===== src/shared/bscan_map.vh =====
`ifndef BSCAN_MAP_VH
`define BSCAN_MAP_VH

// ----------------------------------------------------------------
// Cell geometry.
// ----------------------------------------------------------------
`define CELL_BITS 3
`define CAP_OUT_BIT 2
`define CAP_OE_BIT 1
`define CAP_IN_BIT 0

// ----------------------------------------------------------------
// Pin classes, three bits each in the class vector.
// ----------------------------------------------------------------
`define CLASS_W 3
`define CLASS_USER_IO 3'h0
`define CLASS_DED_INPUT 3'h1
`define CLASS_DED_OPEN_DRAIN 3'h2
`define CLASS_DED_BIDIR 3'h3
`define CLASS_DED_OUTPUT 3'h4

// ----------------------------------------------------------------
// Edge event word and buffer.
// ----------------------------------------------------------------
`define EV_W 5
`define EV_FALL_BIT 4
`define EV_TDI_BIT 3
`define EV_SHIFT_BIT 2
`define EV_CAPTURE_BIT 1
`define EV_UPDATE_BIT 0
`define EV_FIFO_DEPTH 16
`define EV_FIFO_AW 4

// ----------------------------------------------------------------
// Link-side input synchroniser bit positions.
// ----------------------------------------------------------------
`define SY_W 6
`define SY_TCK 5
`define SY_TDI 4
`define SY_SHIFT 3
`define SY_CAPTURE 2
`define SY_UPDATE 1
`define SY_MODE 0

`endif


===== src/verilog/boundary_scan_cell_chain.v =====
`timescale 1ns/10ps
`default_nettype none
`include "bscan_map.vh"

// Operation
// [RQ1] One serial chain from test input to output.
// [RQ2] Each scanned pin adds a three-bit cell.
// [RQ3] Cells capture core data, enable and pin.
// [RQ4] User I/O update bits drive pin and core.
// [RQ5] Shift, capture, update come from TAP logic.
// [RQ6] Mode select comes from instruction decode.
// [RQ7] Serial data passes cell in to out.
// [RQ8] Dedicated inputs capture 0, 1, pin.
// [RQ9] Open-drain pins capture 0, enable, pin.
// [RQ10] Push-pull dedicated pins capture all, drive none.
// [RQ11] Dedicated outputs capture data, then 0, 0.
// [RQ12] Test, power, reference, thermal pins have no cell.
// [RQ13] Chain shifts test input on clock rise.
// [RQ14] Test output changes on clock fall.
// [RQ15] Update copies capture bits on update.
// [RQ16] Enable update bit 1 tri-states user pin.
// [RQ17] Cell order and count are parameters.
// [RQ18] Functional mode passes signals through unchanged.
module boundary_scan_cell_chain #(
  parameter N_CELLS = 4,
  parameter [3*N_CELLS-1:0] CELL_CLASSES = 12'h000
) (
  // Clock, reset and enable.
  input wire ref_clk,
  input wire srst,
  input wire clk_en,
  // Test link from the tester and TAP logic.
  input wire tck,
  input wire tdi,
  input wire shift_dr,
  input wire capture_dr,
  input wire update_dr,
  input wire mode_test,
  output reg tdo_q,
  output reg tdo_oe_q,
  // Core side, one bit per scanned pin.
  input wire [N_CELLS-1:0] core_out_data,
  input wire [N_CELLS-1:0] core_out_enable,
  output reg [N_CELLS-1:0] core_in_value_q,
  // Pin side, one bit per scanned pin.
  input wire [N_CELLS-1:0] pin_in,
  output reg [N_CELLS-1:0] pin_out_q,
  output reg [N_CELLS-1:0] pin_oe_q,
  // Shifted-out bit stream and buffer status.
  output reg obs_valid_q,
  output reg obs_data_q,
  input wire obs_ready,
  output reg overrun_q
);

  // ----------------------------------------------------------------
  // Synchronisers for everything from the test clock side.
  // ----------------------------------------------------------------
  reg [`SY_W-1:0] sy1_q;
  reg [`SY_W-1:0] sy2_q;
  reg [N_CELLS-1:0] pin1_q;
  reg [N_CELLS-1:0] pin2_q;
  reg tck_prev_q;
  wire tck_rise;
  wire tck_fall;

  always @(posedge ref_clk) begin
    if (srst) begin
      sy1_q <= {`SY_W{1'b0}};
      sy2_q <= {`SY_W{1'b0}};
      pin1_q <= {N_CELLS{1'b0}};
      pin2_q <= {N_CELLS{1'b0}};
      tck_prev_q <= 1'b0;
    end else if (clk_en) begin
      sy1_q <= {tck, tdi, shift_dr, capture_dr, update_dr, mode_test};
      sy2_q <= sy1_q;
      pin1_q <= pin_in;
      pin2_q <= pin1_q;
      tck_prev_q <= sy2_q[`SY_TCK];
    end
  end

  assign tck_rise = sy2_q[`SY_TCK] & ~tck_prev_q;
  assign tck_fall = ~sy2_q[`SY_TCK] & tck_prev_q;

  // ----------------------------------------------------------------
  // Edge event buffer.
  // ----------------------------------------------------------------
  wire ev_in_valid;
  wire ev_in_ready;
  wire [`EV_W-1:0] ev_in_data;
  wire ev_valid;
  wire ev_ready;
  wire [`EV_W-1:0] ev_data;

  assign ev_in_valid = clk_en & (tck_rise | tck_fall);
  assign ev_in_data = {tck_fall, sy2_q[`SY_TDI], sy2_q[`SY_SHIFT],
    sy2_q[`SY_CAPTURE], sy2_q[`SY_UPDATE]}; // [RQ5]
  assign ev_ready = clk_en & ~(obs_valid_q & ~obs_ready);

  edge_event_fifo #(
    .WIDTH(`EV_W),
    .DEPTH(`EV_FIFO_DEPTH),
    .AW(`EV_FIFO_AW)
  ) u_ev_fifo (
    .ref_clk(ref_clk),
    .srst(srst),
    .clk_en(clk_en),
    .in_valid(ev_in_valid),
    .in_ready(ev_in_ready),
    .in_data(ev_in_data),
    .out_valid_q(ev_valid),
    .out_ready(ev_ready),
    .out_data_q(ev_data)
  );

  // ----------------------------------------------------------------
  // Event decode into cell strobes.
  // ----------------------------------------------------------------
  wire ev_take;
  wire ev_is_fall;
  wire ev_shift;
  wire ev_capture;
  wire ev_update;

  assign ev_take = ev_valid & ev_ready;
  assign ev_is_fall = ev_data[`EV_FALL_BIT];
  assign ev_capture = ev_take & ~ev_is_fall & ev_data[`EV_CAPTURE_BIT];
  assign ev_shift = ev_take & ~ev_is_fall & ev_data[`EV_SHIFT_BIT] &
    ~ev_data[`EV_CAPTURE_BIT]; // [RQ13]
  assign ev_update = ev_take & ev_is_fall & ev_data[`EV_UPDATE_BIT]; // [RQ15]

  // ----------------------------------------------------------------
  // Cell chain: the top cell takes the test input, cell 0 feeds out.
  // ----------------------------------------------------------------
  wire [N_CELLS:0] link;
  wire [N_CELLS-1:0] cell_pin_out;
  wire [N_CELLS-1:0] cell_pin_oe;
  wire [N_CELLS-1:0] cell_core_in;

  assign link[N_CELLS] = ev_data[`EV_TDI_BIT]; // [RQ1] [RQ12]

  genvar gi;
  generate
    for (gi = 0; gi < N_CELLS; gi = gi + 1) begin : g_cell // [RQ2] [RQ17]
      scan_cell #(
        .PIN_CLASS(CELL_CLASSES[3*gi +: 3])
      ) u_cell (
        .ref_clk(ref_clk),
        .srst(srst),
        .clk_en(clk_en),
        .ev_shift(ev_shift),
        .ev_capture(ev_capture),
        .ev_update(ev_update),
        .mode_test(sy2_q[`SY_MODE]), // [RQ6]
        .cell_serial_in(link[gi+1]),
        .cell_serial_out(link[gi]),
        .core_out_data(core_out_data[gi]),
        .core_out_enable(core_out_enable[gi]),
        .pin_in(pin2_q[gi]),
        .pin_out(cell_pin_out[gi]),
        .pin_oe(cell_pin_oe[gi]),
        .core_in_value(cell_core_in[gi])
      );
    end
  endgenerate

  // ----------------------------------------------------------------
  // Registered outputs, test output and observation stream.
  // ----------------------------------------------------------------
  always @(posedge ref_clk) begin
    if (srst) begin
      tdo_q <= 1'b0;
      tdo_oe_q <= 1'b0;
      pin_out_q <= {N_CELLS{1'b0}};
      pin_oe_q <= {N_CELLS{1'b0}};
      core_in_value_q <= {N_CELLS{1'b0}};
      obs_valid_q <= 1'b0;
      obs_data_q <= 1'b0;
      overrun_q <= 1'b0;
    end else if (clk_en) begin
      pin_out_q <= cell_pin_out;
      pin_oe_q <= cell_pin_oe;
      core_in_value_q <= cell_core_in;
      if (ev_take && ev_is_fall) begin
        tdo_q <= link[0]; // [RQ14] [RQ1]
        tdo_oe_q <= ev_data[`EV_SHIFT_BIT]; // [RQ14]
      end
      if (ev_shift) begin
        obs_valid_q <= 1'b1;
        obs_data_q <= link[0];
      end else if (obs_ready) begin
        obs_valid_q <= 1'b0;
      end
      if (ev_in_valid && !ev_in_ready) begin
        overrun_q <= 1'b1;
      end
    end
  end

endmodule

`default_nettype wire


===== src/verilog/edge_event_fifo.v =====
`timescale 1ns/10ps
`default_nettype none

module edge_event_fifo #(
  parameter WIDTH = 5,
  parameter DEPTH = 16,
  parameter AW = 4
) (
  // Clock and reset.
  input wire ref_clk,
  input wire srst,
  input wire clk_en,
  // Fill side.
  input wire in_valid,
  output wire in_ready,
  input wire [WIDTH-1:0] in_data,
  // Drain side.
  output reg out_valid_q,
  input wire out_ready,
  output reg [WIDTH-1:0] out_data_q
);

  reg [WIDTH-1:0] mem [0:DEPTH-1];
  reg [AW-1:0] wr_ptr_q;
  reg [AW-1:0] rd_ptr_q;
  reg [AW:0] count_q;
  wire push;
  wire pop;

  assign in_ready = (count_q != DEPTH[AW:0]);
  assign push = in_valid & in_ready;
  assign pop = (count_q != {(AW+1){1'b0}}) & (~out_valid_q | out_ready);

  always @(posedge ref_clk) begin
    if (push && clk_en) begin
      mem[wr_ptr_q] <= in_data;
    end
  end

  always @(posedge ref_clk) begin
    if (srst) begin
      wr_ptr_q <= {AW{1'b0}};
      rd_ptr_q <= {AW{1'b0}};
      count_q <= {(AW+1){1'b0}};
      out_valid_q <= 1'b0;
      out_data_q <= {WIDTH{1'b0}};
    end else if (clk_en) begin
      if (push) begin
        wr_ptr_q <= wr_ptr_q + 1'b1;
      end
      if (pop) begin
        rd_ptr_q <= rd_ptr_q + 1'b1;
        out_data_q <= mem[rd_ptr_q];
        out_valid_q <= 1'b1;
      end else if (out_ready) begin
        out_valid_q <= 1'b0;
      end
      if (push && !pop) begin
        count_q <= count_q + 1'b1;
      end else if (pop && !push) begin
        count_q <= count_q - 1'b1;
      end
    end
  end

endmodule

`default_nettype wire


===== src/verilog/scan_cell.v =====
`timescale 1ns/10ps
`default_nettype none
`include "bscan_map.vh"

module scan_cell #(
  parameter [2:0] PIN_CLASS = 3'h0
) (
  // Clock and reset.
  input wire ref_clk,
  input wire srst,
  input wire clk_en,
  // Chain controls.
  input wire ev_shift,
  input wire ev_capture,
  input wire ev_update,
  input wire mode_test,
  input wire cell_serial_in,
  output wire cell_serial_out,
  // Core and pin side.
  input wire core_out_data,
  input wire core_out_enable,
  input wire pin_in,
  output reg pin_out,
  output reg pin_oe,
  output reg core_in_value
);

  reg [2:0] cap_q;
  reg [2:0] upd_q;
  reg [2:0] cap_d;

  assign cell_serial_out = cap_q[0]; // [RQ7]

  // ----------------------------------------------------------------
  // Captured values per pin class.
  // ----------------------------------------------------------------
  always @* begin
    case (PIN_CLASS)
      `CLASS_DED_INPUT: cap_d = {1'b0, 1'b1, pin_in}; // [RQ8]
      `CLASS_DED_OPEN_DRAIN: cap_d = {1'b0, core_out_enable, pin_in}; // [RQ9]
      `CLASS_DED_BIDIR: cap_d = {core_out_data, core_out_enable, pin_in}; // [RQ10]
      `CLASS_DED_OUTPUT: cap_d = {core_out_data, 1'b0, 1'b0}; // [RQ11]
      default: cap_d = {core_out_data, core_out_enable, pin_in}; // [RQ3]
    endcase
  end

  always @(posedge ref_clk) begin
    if (srst) begin
      cap_q <= 3'h0;
      upd_q <= 3'h0;
    end else if (clk_en) begin
      if (ev_capture) begin
        cap_q <= cap_d;
      end else if (ev_shift) begin
        cap_q <= {cell_serial_in, cap_q[2:1]}; // [RQ7]
      end
      if (ev_update && PIN_CLASS == `CLASS_USER_IO) begin
        upd_q <= cap_q; // [RQ15]
      end
    end
  end

  // ----------------------------------------------------------------
  // Drive selection: update registers only steer user I/O cells.
  // ----------------------------------------------------------------
  always @* begin
    if (mode_test && PIN_CLASS == `CLASS_USER_IO) begin
      pin_out = upd_q[`CAP_OUT_BIT]; // [RQ4]
      pin_oe = ~upd_q[`CAP_OE_BIT]; // [RQ16]
      core_in_value = upd_q[`CAP_IN_BIT]; // [RQ4]
    end else begin
      pin_out = core_out_data; // [RQ18]
      pin_oe = core_out_enable; // [RQ18]
      core_in_value = pin_in; // [RQ18]
    end
  end

endmodule

`default_nettype wire

===== config.mk =====
export PLATFORM = sky130hd
export DESIGN_NAME = boundary_scan_cell_chain
export DESIGN_NICKNAME = d
export VERILOG_FILES = /design/src/verilog/boundary_scan_cell_chain.v /design/src/verilog/edge_event_fifo.v /design/src/verilog/scan_cell.v
export VERILOG_INCLUDE_DIRS = /design/src /design/src/shared
export SDC_FILE = /design/constraint.sdc
export NUM_CORES = 1
export LEC_CHECK = 0
export BUFFER_PORTS_ARGS = -buffer_cell sky130_fd_sc_hd__buf_4
export CORE_ASPECT_RATIO = 0.5
export CORE_MARGIN = 2
export CORE_UTILIZATION = 33
export CTS_BUF_LIST = sky130_fd_sc_hd__clkbuf_8
export CTS_CLUSTER_SIZE = 24
export DETAILED_ROUTE_END_ITERATION = 7
export HOLD_SLACK_MARGIN = 0.05
export SLEW_MARGIN = 25
export SYNTH_ARGS = -nofsm -noshare
export SYNTH_HDL_FRONTEND = slang
export SYNTH_HIERARCHICAL = 1
export SYNTH_SLANG_ARGS = --single-unit

===== constraint.sdc =====
create_clock -name ref_clk -period 3.24 [get_ports ref_clk]
set_input_delay 0.648 -clock ref_clk [delete_from_list [all_inputs] [get_ports ref_clk]]
set_output_delay 0.648 -clock ref_clk [all_outputs]
set_load 0.01 [all_outputs]

==> summary.md, run 1 <==
| Metric | Value |
|---|---|
| Critical Path End Type | `register` |
| Final #Nets | `597` |
| Post-synth ARST share | `0%` |
| Worst Hold Class | `input pin to register` |
| Sequential fraction of the synthesis area | `59.1%` |
| Commonest non-fill, non-tap cell in the layout | `dfxtp_1` |
| Hold buffer count at cts | `0` |
| Syn_area_per_cell | `13.1 µm²` |
| Max Root-Sink Buffers | `2` |
| Synth warnings | `6` |
| WS Path Type | `register to register` |
| Avg WL per Cell | `15.5 µm` |
| Clock root buffer | `clkbuf_8` |
| Place WS | `0.117 ns` |
| Fin Setup TNS | `0 ns` |
| Clk sinks | `161` |
| # IOs | `39` |
| Drt first pass iters | `4` |
| Final setup vio count | `0` |
| Post-synth EDFFs | `80` |
| CP most frequent cell | `ha_1` |
| P&R area growth vs syn | `14.5%` |
| Post-synth cell types | `50` |
| Tcrit/Tclk final | `94.0%` |
| Cts bufs inserted | `17` |
| Initial antenna violation count | `0` |
| GPL Wtd Cong | `0.731` |
| DR vias | `4,027` |
| Top FF cell, synth | `dfxtp_1` |
| Max-cap violation count | `0` |
| CP required | `3.55 ns` |
| Vias/cell | `4.74` |
| CP Launch Type | `register` |
| CTS tree | `yes` |
| Die Ht | `106 µm` |
| Slew @ Worst Pin | `1.04 ns` |
| Yosys reg bits | `161` |
| DP Wirelength | `8.61 mm` |
| Leak pwr | `2.71 nW` |
| Core Footprint | `20,400 µm²` |
| CTS clock-pin slew for the worst setup and hold paths | `0.09 ns` |
| Critical Path, Cell by Cell | `or4_4 > or2_1 > and2_1 > ha_1 > inv_1 > ha_1 > a21o_1 > a21oi_1 > mux2i_1 > mux2_1` |
| Share of the synthesized area in the top cell type | `35.3%` |
| Routed WL | `13.2 mm` |
| Largest net degree at the start of global routing | `63` |
| VDD IR max | `261 µV` |
| DRC | `0` |
| Outcome | `finished, final reports clean` |
| Most frequent cells in the layout | `dfxtp_1, edfxtp_1, nor2_1, mux2i_1, buf_4` |
| Vias in the first global route | `3,926` |
| Fin. Hold Viols | `0` |
| Full die area | `21,900 µm²` |
| H-Tree Depth | `4` |
| Port Buffers | `38` |
| Slew HR | `30.0%` |
| Die X | `207 µm` |
| RSZ-0062 raised after global routing | `no` |
| Diode count | `0` |
| Global Route Usage Sum | `12.6%` |
| Clock latency on the worst-skew pair | `0.43 ns` |
| Wire length of the first global-routing pass | `21.4 mm` |
| Worst-path fanout max | `7` |
| Leading area contributor after synthesis | `edfxtp_1` |
| Placed insts | `818` |
| Power density over cell area | `570 nW/µm²` |
| Top post-synthesis cells by area | `edfxtp_1, dfxtp_1, mux2i_1, mux4_1, nor2_1` |
| Grt ovf | `0` |
| Final ANT Viol Nets | `0` |
| Area of the multi-input gates | `2620 µm²` |
| Post-synthesis cell count | `520` |
| Share of cells above drive strength 1 | `18.7%` |
| Min cycle time layout | `3.04 ns` |
| Syn Nets | `553` |
| Setup Skew | `0.0154 ns` |
| Util after Layout | `38.3%` |
| Critical Path AT | `3.36 ns` |
| Worst path top cell family by delay | `simple AND/OR/NAND/NOR gates` |
| Pins Over Slew Limit | `0` |
| Starting DRC count in detailed routing | `254` |
| Synth Cell Area | `6810 µm²` |
| Slowest CP cell | `or4_4` |
| Storage cell area | `4020 µm²` |
| Starting Density | `33.4%` |
| # fillers | `1,928` |
| Rows | `37` |
| Maximum achievable frequency | `328 MHz` |
| Final WS setup | `0.195 ns` |
| Largest stage delay on the critical path | `0.61 ns` |
| Buf/Inv on CP | `1` |
| Non-filler cells, final | `850` |
==> area by class of cell <==
| type | count | area share [%] |
|---|---|---|
| sequential | 161 | 51.6 |
| clock inverter | 15 | 2.34 |
| tap | 273 | 4.38 |
| timing repair buffer | 47 | 4.53 |
| clock buffer | 17 | 3.00 |
| inverter | 12 | 0.578 |
| multi-input combinational | 325 | 33.6 |
==> sequential cells by signal, summed over array words and instances, names as in the netlist, 4 cells and up <==
signal and flops:
core_in_value_q 4, g_cell.u_cell/cap_q 12, g_cell.u_cell/upd_q 12, pin1_q 4, pin2_q 4, pin_oe_q 4, pin_out_q 4, sy1_q 6
sy2_q 6, u_ev_fifo/count_q 5, u_ev_fifo/mem 80, u_ev_fifo/out_data_q 5, u_ev_fifo/rd_ptr_q 4, u_ev_fifo/wr_ptr_q 4
==> cells in the mapped netlist, drive strengths merged (9+ instances only) <==
master and count:
mux2 9, nand2b 12, a211oi 13, buf 18, inv 12, ha 10, a21oi 23, nand3 15
mux4 19, mux2i 63, nand2 35, nor3 10, dfxtp 81, edfxtp 80, nor2 71
==> timing repair <==
| action | in CTS | in global routing |
|---|---|---|
| setup buffers | 0 | 0 |
| endpoints found under the setup margin | 0 | 1 |
| endpoints found under the hold margin | 0 | 0 |
| resized for setup | 0 | 1 |
==> routing by layer <==
metal	share of wire [%]	global-route usage (%)	vias to the layer above
met5	0	0	-
met4	0.36	4.18	0
met3	2.3	2.80	2
met2	48	20.2	42
met1	49	17.0	1980
li1	-	-	2003
==> logic make-up (layout without fill, tap and decap cells) <==
kind of cell	Yosys count	after routing	synth area share [%]
flip-flops	161	161	59.1
AND/OR/NAND/NOR	159	159	10.6
multiplexers	91	91	17.7
AO/OA/AOI/OAI	57	57	6.91
buffers and inverters	34	91	2.63
adder cells (fa/ha/maj)	11	11	2.13
XOR/XNOR	7	7	0.900
==> where the power goes <==
group / internal, mW / leakage, nW / switching, mW
Combinational: 0.298 / 1.13 / 0.294
Sequential: 2.21 / 1.38 / 0.0973
Clock: 0.770 / 0.194 / 0.779
==> worst min-delay path, stage by stage <==
cell and delay, ns:
buf_4 0.08, mux2i_1 0.05, nor2_1 0.07
==> path summary, 6_finish.rpt <==
| kind | to | cells past startpoint | slack (ns) | start |
|---|---|---|---|---|
| setup / recovery | u_ev_fifo/count_q[4] | 10 | 0.20 | u_ev_fifo/count_q[0] |
| hold / removal | pin1_q[1] | 3 | 0.44 | pin_in[1] |
| setup reg to reg | u_ev_fifo/count_q[4] | 10 | 0.20 | u_ev_fifo/count_q[0] |
| hold reg to reg | u_ev_fifo/out_data_q[0] | 2 | 0.46 | u_ev_fifo/out_data_q[0] |
==> metrics by stage <==
step / area, µm² / power, mW / hold slack (ns)
2_1_floorplan: 6810 / 2.79 / 0.428
3_3_place_gp: 7380 / 2.93 / 0.439
3_5_place_dp: 7380 / 2.94 / 0.446
4_1_cts: 7790 / 4.48 / 0.414
5_1_grt: 7800 / 4.66 / 0.412
6_report: 7800 / 4.45 / 0.441
Note: power is estimated with default switching activity, not from simulation.
==> run 2: changes to the inputs <==
- ABC_AREA: default -> 1
- clock period: 3.24 -> 2.5 ns (I/O delays scaled with it)
==> run 2 against run 1 <==
Against the previous run: combinational power increased to 2.5 times the previous value; clock skew increased by 0.0058 ns; cell area increased by 2.3%; highest routed layer unchanged; via count increased by 34%; synthesized area increased by 4.2%; non-clock buffer count decreased by 4; clock-buffer cell count unchanged; global-route usage increased by 2.0 points.
==> summary.md, run 2 <==
| Metric | Value |
|---|---|
| H-Tree Depth | `4 (unchanged)` |
| Placed insts | `1,129 (+38%)` |
| Sequential fraction of the synthesis area | `56.7% (-2.4 points)` |
| DR vias | `5,382 (+34%)` |
| Pins Over Slew Limit | `0 (unchanged)` |
| # fillers | `2,136 (+11%)` |
| DRC | `0 (unchanged)` |
| Slew HR | `49.4% (+19 points)` |
| Setup Skew | `0.0212 ns (+0.00577 ns)` |
| Tcrit/Tclk final | `88.0% (-6.0 points)` |
| FF-to-FF End | `u_ev_fifo/count_q[4]` |
| Top Registers | `u_ev_fifo/mem: 80 flops, g_cell.u_cell/cap_q: 12 flops, g_cell.u_cell/upd_q: 12 flops` |
| Clock root buffer | `clkbuf_8` |
| Hold Path Sink | `pin1_q[3]` |
| Wire length of the first global-routing pass | `25.8 mm (+20%)` |
| Critical Path End Type | `register` |
| Vias/cell | `4.64 (-2.2%)` |
| Critical R2R Launch | `sy2_q[5]` |
| WS Path Type | `register to register` |
| CTS clock-pin slew for the worst setup and hold paths | `0.10 ns (about the same)` |
| Simple-gate share of the synthesized area | `25.2% (+15 points)` |
| Synth warnings | `6 (unchanged)` |
| Max reg flops | `80 (unchanged)` |
| Synth cell count leaders | `nand2_1, nor2_1, inv_1, dfxtp_1, edfxtp_1` |
| # IOs | `39 (unchanged)` |
| Xor/xnor cell area share of the yosys netlist | `0.741% (-0.16 points)` |
| Die Ht | `108 µm (+2.0%)` |
| Largest family of logic cells by synthesized area | `simple AND/OR/NAND/NOR gates` |
| Port Buffers | `38 (unchanged)` |
| Total chip power | `6.47 mW (+45%)` |
| RSZ-0062 raised after global routing | `no` |
| Clock latency on the worst-skew pair | `0.47 ns (+0.04 ns)` |
| GPL Wtd Cong | `0.832 (+14%)` |
| Yosys reg bits | `161 (unchanged)` |
| Cts bufs inserted | `17 (unchanged)` |
| Critical Path AT | `2.59 ns (-0.77 ns)` |
| Starting Density | `34.1% (+0.63 points)` |
| Worst Hold Class | `input pin to register` |
| P&R area growth vs syn | `12.4%` |
| DP Wirelength | `10.6 mm (+23%)` |
| Commonest non-fill, non-tap cell in the layout | `nand2_1` |
| CTS tree | `yes` |
| Max Root-Sink Buffers | `2 (unchanged)` |
| Diode count | `0 (unchanged)` |
| Syn_area_per_cell | `8.45 µm² (-35%)` |
| Synth Cell Area | `7100 µm² (+4.2%)` |
| Slew @ Worst Pin | `0.758 ns (-0.284 ns)` |
| VDD IR max | `333 µV (+27%)` |
| Share of cells above drive strength 1 | `10.5% (-8.2 points)` |
| Post-synthesis cell count | `840 (+62%)` |
| Hold Slack | `0.261 ns (-0.180 ns)` |
| Most frequent cells in the layout | `nand2_1, nor2_1, inv_1, dfxtp_1, edfxtp_1` |
| Post-CTS resize count | `0 (unchanged)` |
| Syn Nets | `873 (+58%)` |
| Avg WL per Cell | `13.7 µm (-12%)` |
| Worst-path fanout max | `4 (-3)` |
| Outcome | `finished, final reports clean` |
| Top FF cell, synth | `dfxtp_1` |
| Final setup vio count | `0 (unchanged)` |
| Vias in the first global route | `5,194 (+32%)` |
| Util after Layout | `38.3% (about the same)` |
| Fin Setup TNS | `0 ns (unchanged)` |
| Initial antenna violation count | `0 (unchanged)` |
| Min cycle time layout | `2.20 ns (-0.845 ns)` |
| Clk sinks | `161 (unchanged)` |
| Top post-synthesis cells by area | `edfxtp_1, dfxtp_1, nand2_1, nor2_1, inv_1` |
| Drt first pass iters | `5 (+1)` |
| Share of the synthesized area in the top cell type | `33.9% (-1.4 points)` |
| R2R Setup Slk | `0.30 ns (+0.10 ns)` |
| Maximum achievable frequency | `455 MHz (+38%)` |
| Post-Synth Adder-Cell Area | `2.05% (-0.086 points)` |
| Rows | `37 (unchanged)` |
| Max-cap violation count | `0 (unchanged)` |
| Post-synth EDFFs | `80 (unchanged)` |
| Final #Nets | `908 (+52%)` |
| CP Launch Type | `register` |
| Routed WL | `15.9 mm (+21%)` |
| Multiplexer share of the synthesized area | `0% (-18 points)` |
| Starting DRC count in detailed routing | `308 (+21%)` |
| Largest net degree at the start of global routing | `43 (-32%)` |
| CP required | `2.89 ns (-0.66 ns)` |
| Hold depth | `3 (unchanged)` |
| Full die area | `22,800 µm² (+4.1%)` |
| Final ANT Viol Nets | `0 (unchanged)` |
| Leak pwr | `3.44 nW (+27%)` |
| Non-filler cells, final | `1,161 (+37%)` |
| Post-synth cell types | `32 (-36%)` |
| Hold buffer count at cts | `0 (unchanged)` |
| Core Footprint | `20,800 µm² (+2.3%)` |
| Top reg by flops | `u_ev_fifo/mem` |
| Global Route Usage Sum | `14.6% (+2.0 points)` |
| Power density over cell area | `811 nW/µm² (+42%)` |
| Post-synth ARST share | `0% (unchanged)` |
| Worst-case reg-to-reg path depth | `13 (+3)` |
| Hold_sp | `pin_in[3]` |
| Leading area contributor after synthesis | `edfxtp_1` |
| Die X | `211 µm (+2.0%)` |
| Grt ovf | `0 (unchanged)` |
| Most frequent cell after synthesis | `nand2_1` |
| Post-CTS Setup Bufs | `0 (unchanged)` |
| Compound-Gate Fraction of Synth Area | `7.25% (+0.34 points)` |
| Fin. Hold Viols | `0 (unchanged)` |
==> run 2: cell families (layout without fill, tap and decap cells) <==
| kind of cell | after synthesis | count (layout) |
|---|---|---|
| compound gates | 99 | 99 |
| simple gates | 433 | 433 |
| flops | 161 | 161 |
| fa+ha+maj | 11 | 11 |
| buf+inv | 130 | 178 |
| xor+xnor | 6 | 6 |
==> run 2: cell type report <==
type	instances	area, µm²	share of cell area, %
sequential	161	4020	50.4
tap	273	342	4.28
timing repair buffer	43	323	4.05
multi-input combinational	549	2500	31.4
clock buffer	17	234	2.93
clock inverter	15	160	2.01
inverter	103	389	4.88
==> run 2: how the worst max path moves through the flow <==
stage | start | to | slack, ns | cells after the start
2_1_floorplan | clk_en | g_cell[0].u_cell/cap_q[0] | 0.29 | 8
3_3_place_gp | clk_en | u_ev_fifo/count_q[4] | 0.15 | 14
3_5_place_dp | clk_en | u_ev_fifo/mem[2][2] | 0.13 | 6
4_1_cts | sy2_q[5] | u_ev_fifo/count_q[4] | 0.31 | 13
5_1_grt | sy2_q[5] | u_ev_fifo/count_q[3] | 0.03 | 14
6_report | sy2_q[5] | u_ev_fifo/count_q[4] | 0.30 | 13
==> run 2: through the flow <==
stage                     setup slack (ns)  instance area [µm²]
after global routing                0.0296                 7980
after detailed placement             0.134                 7580
after global placement               0.146                 7580
after floorplan                      0.290                 7100
final                                0.300                 7980
after CTS                            0.310                 7980
==> run 2: power by group <==
group          internal [mW]  switching (mW)
clock network          0.754            1.12
logic                  0.519           0.971
registers               2.92           0.178
==> run 2: critical path: stages (launching register included) <==
cell and delay [ns]:
dfxtp_1 0.31, inv_1 0.06, ha_1 0.30, nor2_1 0.18, nand2_1 0.08, inv_1 0.06, ha_1 0.17, inv_1 0.10
ha_1 0.33, a21oi_1 0.16, nand2_1 0.08, xnor2_1 0.13, nand2_1 0.06, a21oi_1 0.12
==> run 2: layer usage <==
layer	up-vias	wire length [µm]	track usage [%]
li1	2750	-	-
met1	2517	7410	18.1
met2	101	7580	25.7
met3	14	683	2.65
met4	0	208	5.23
met5	-	0	0
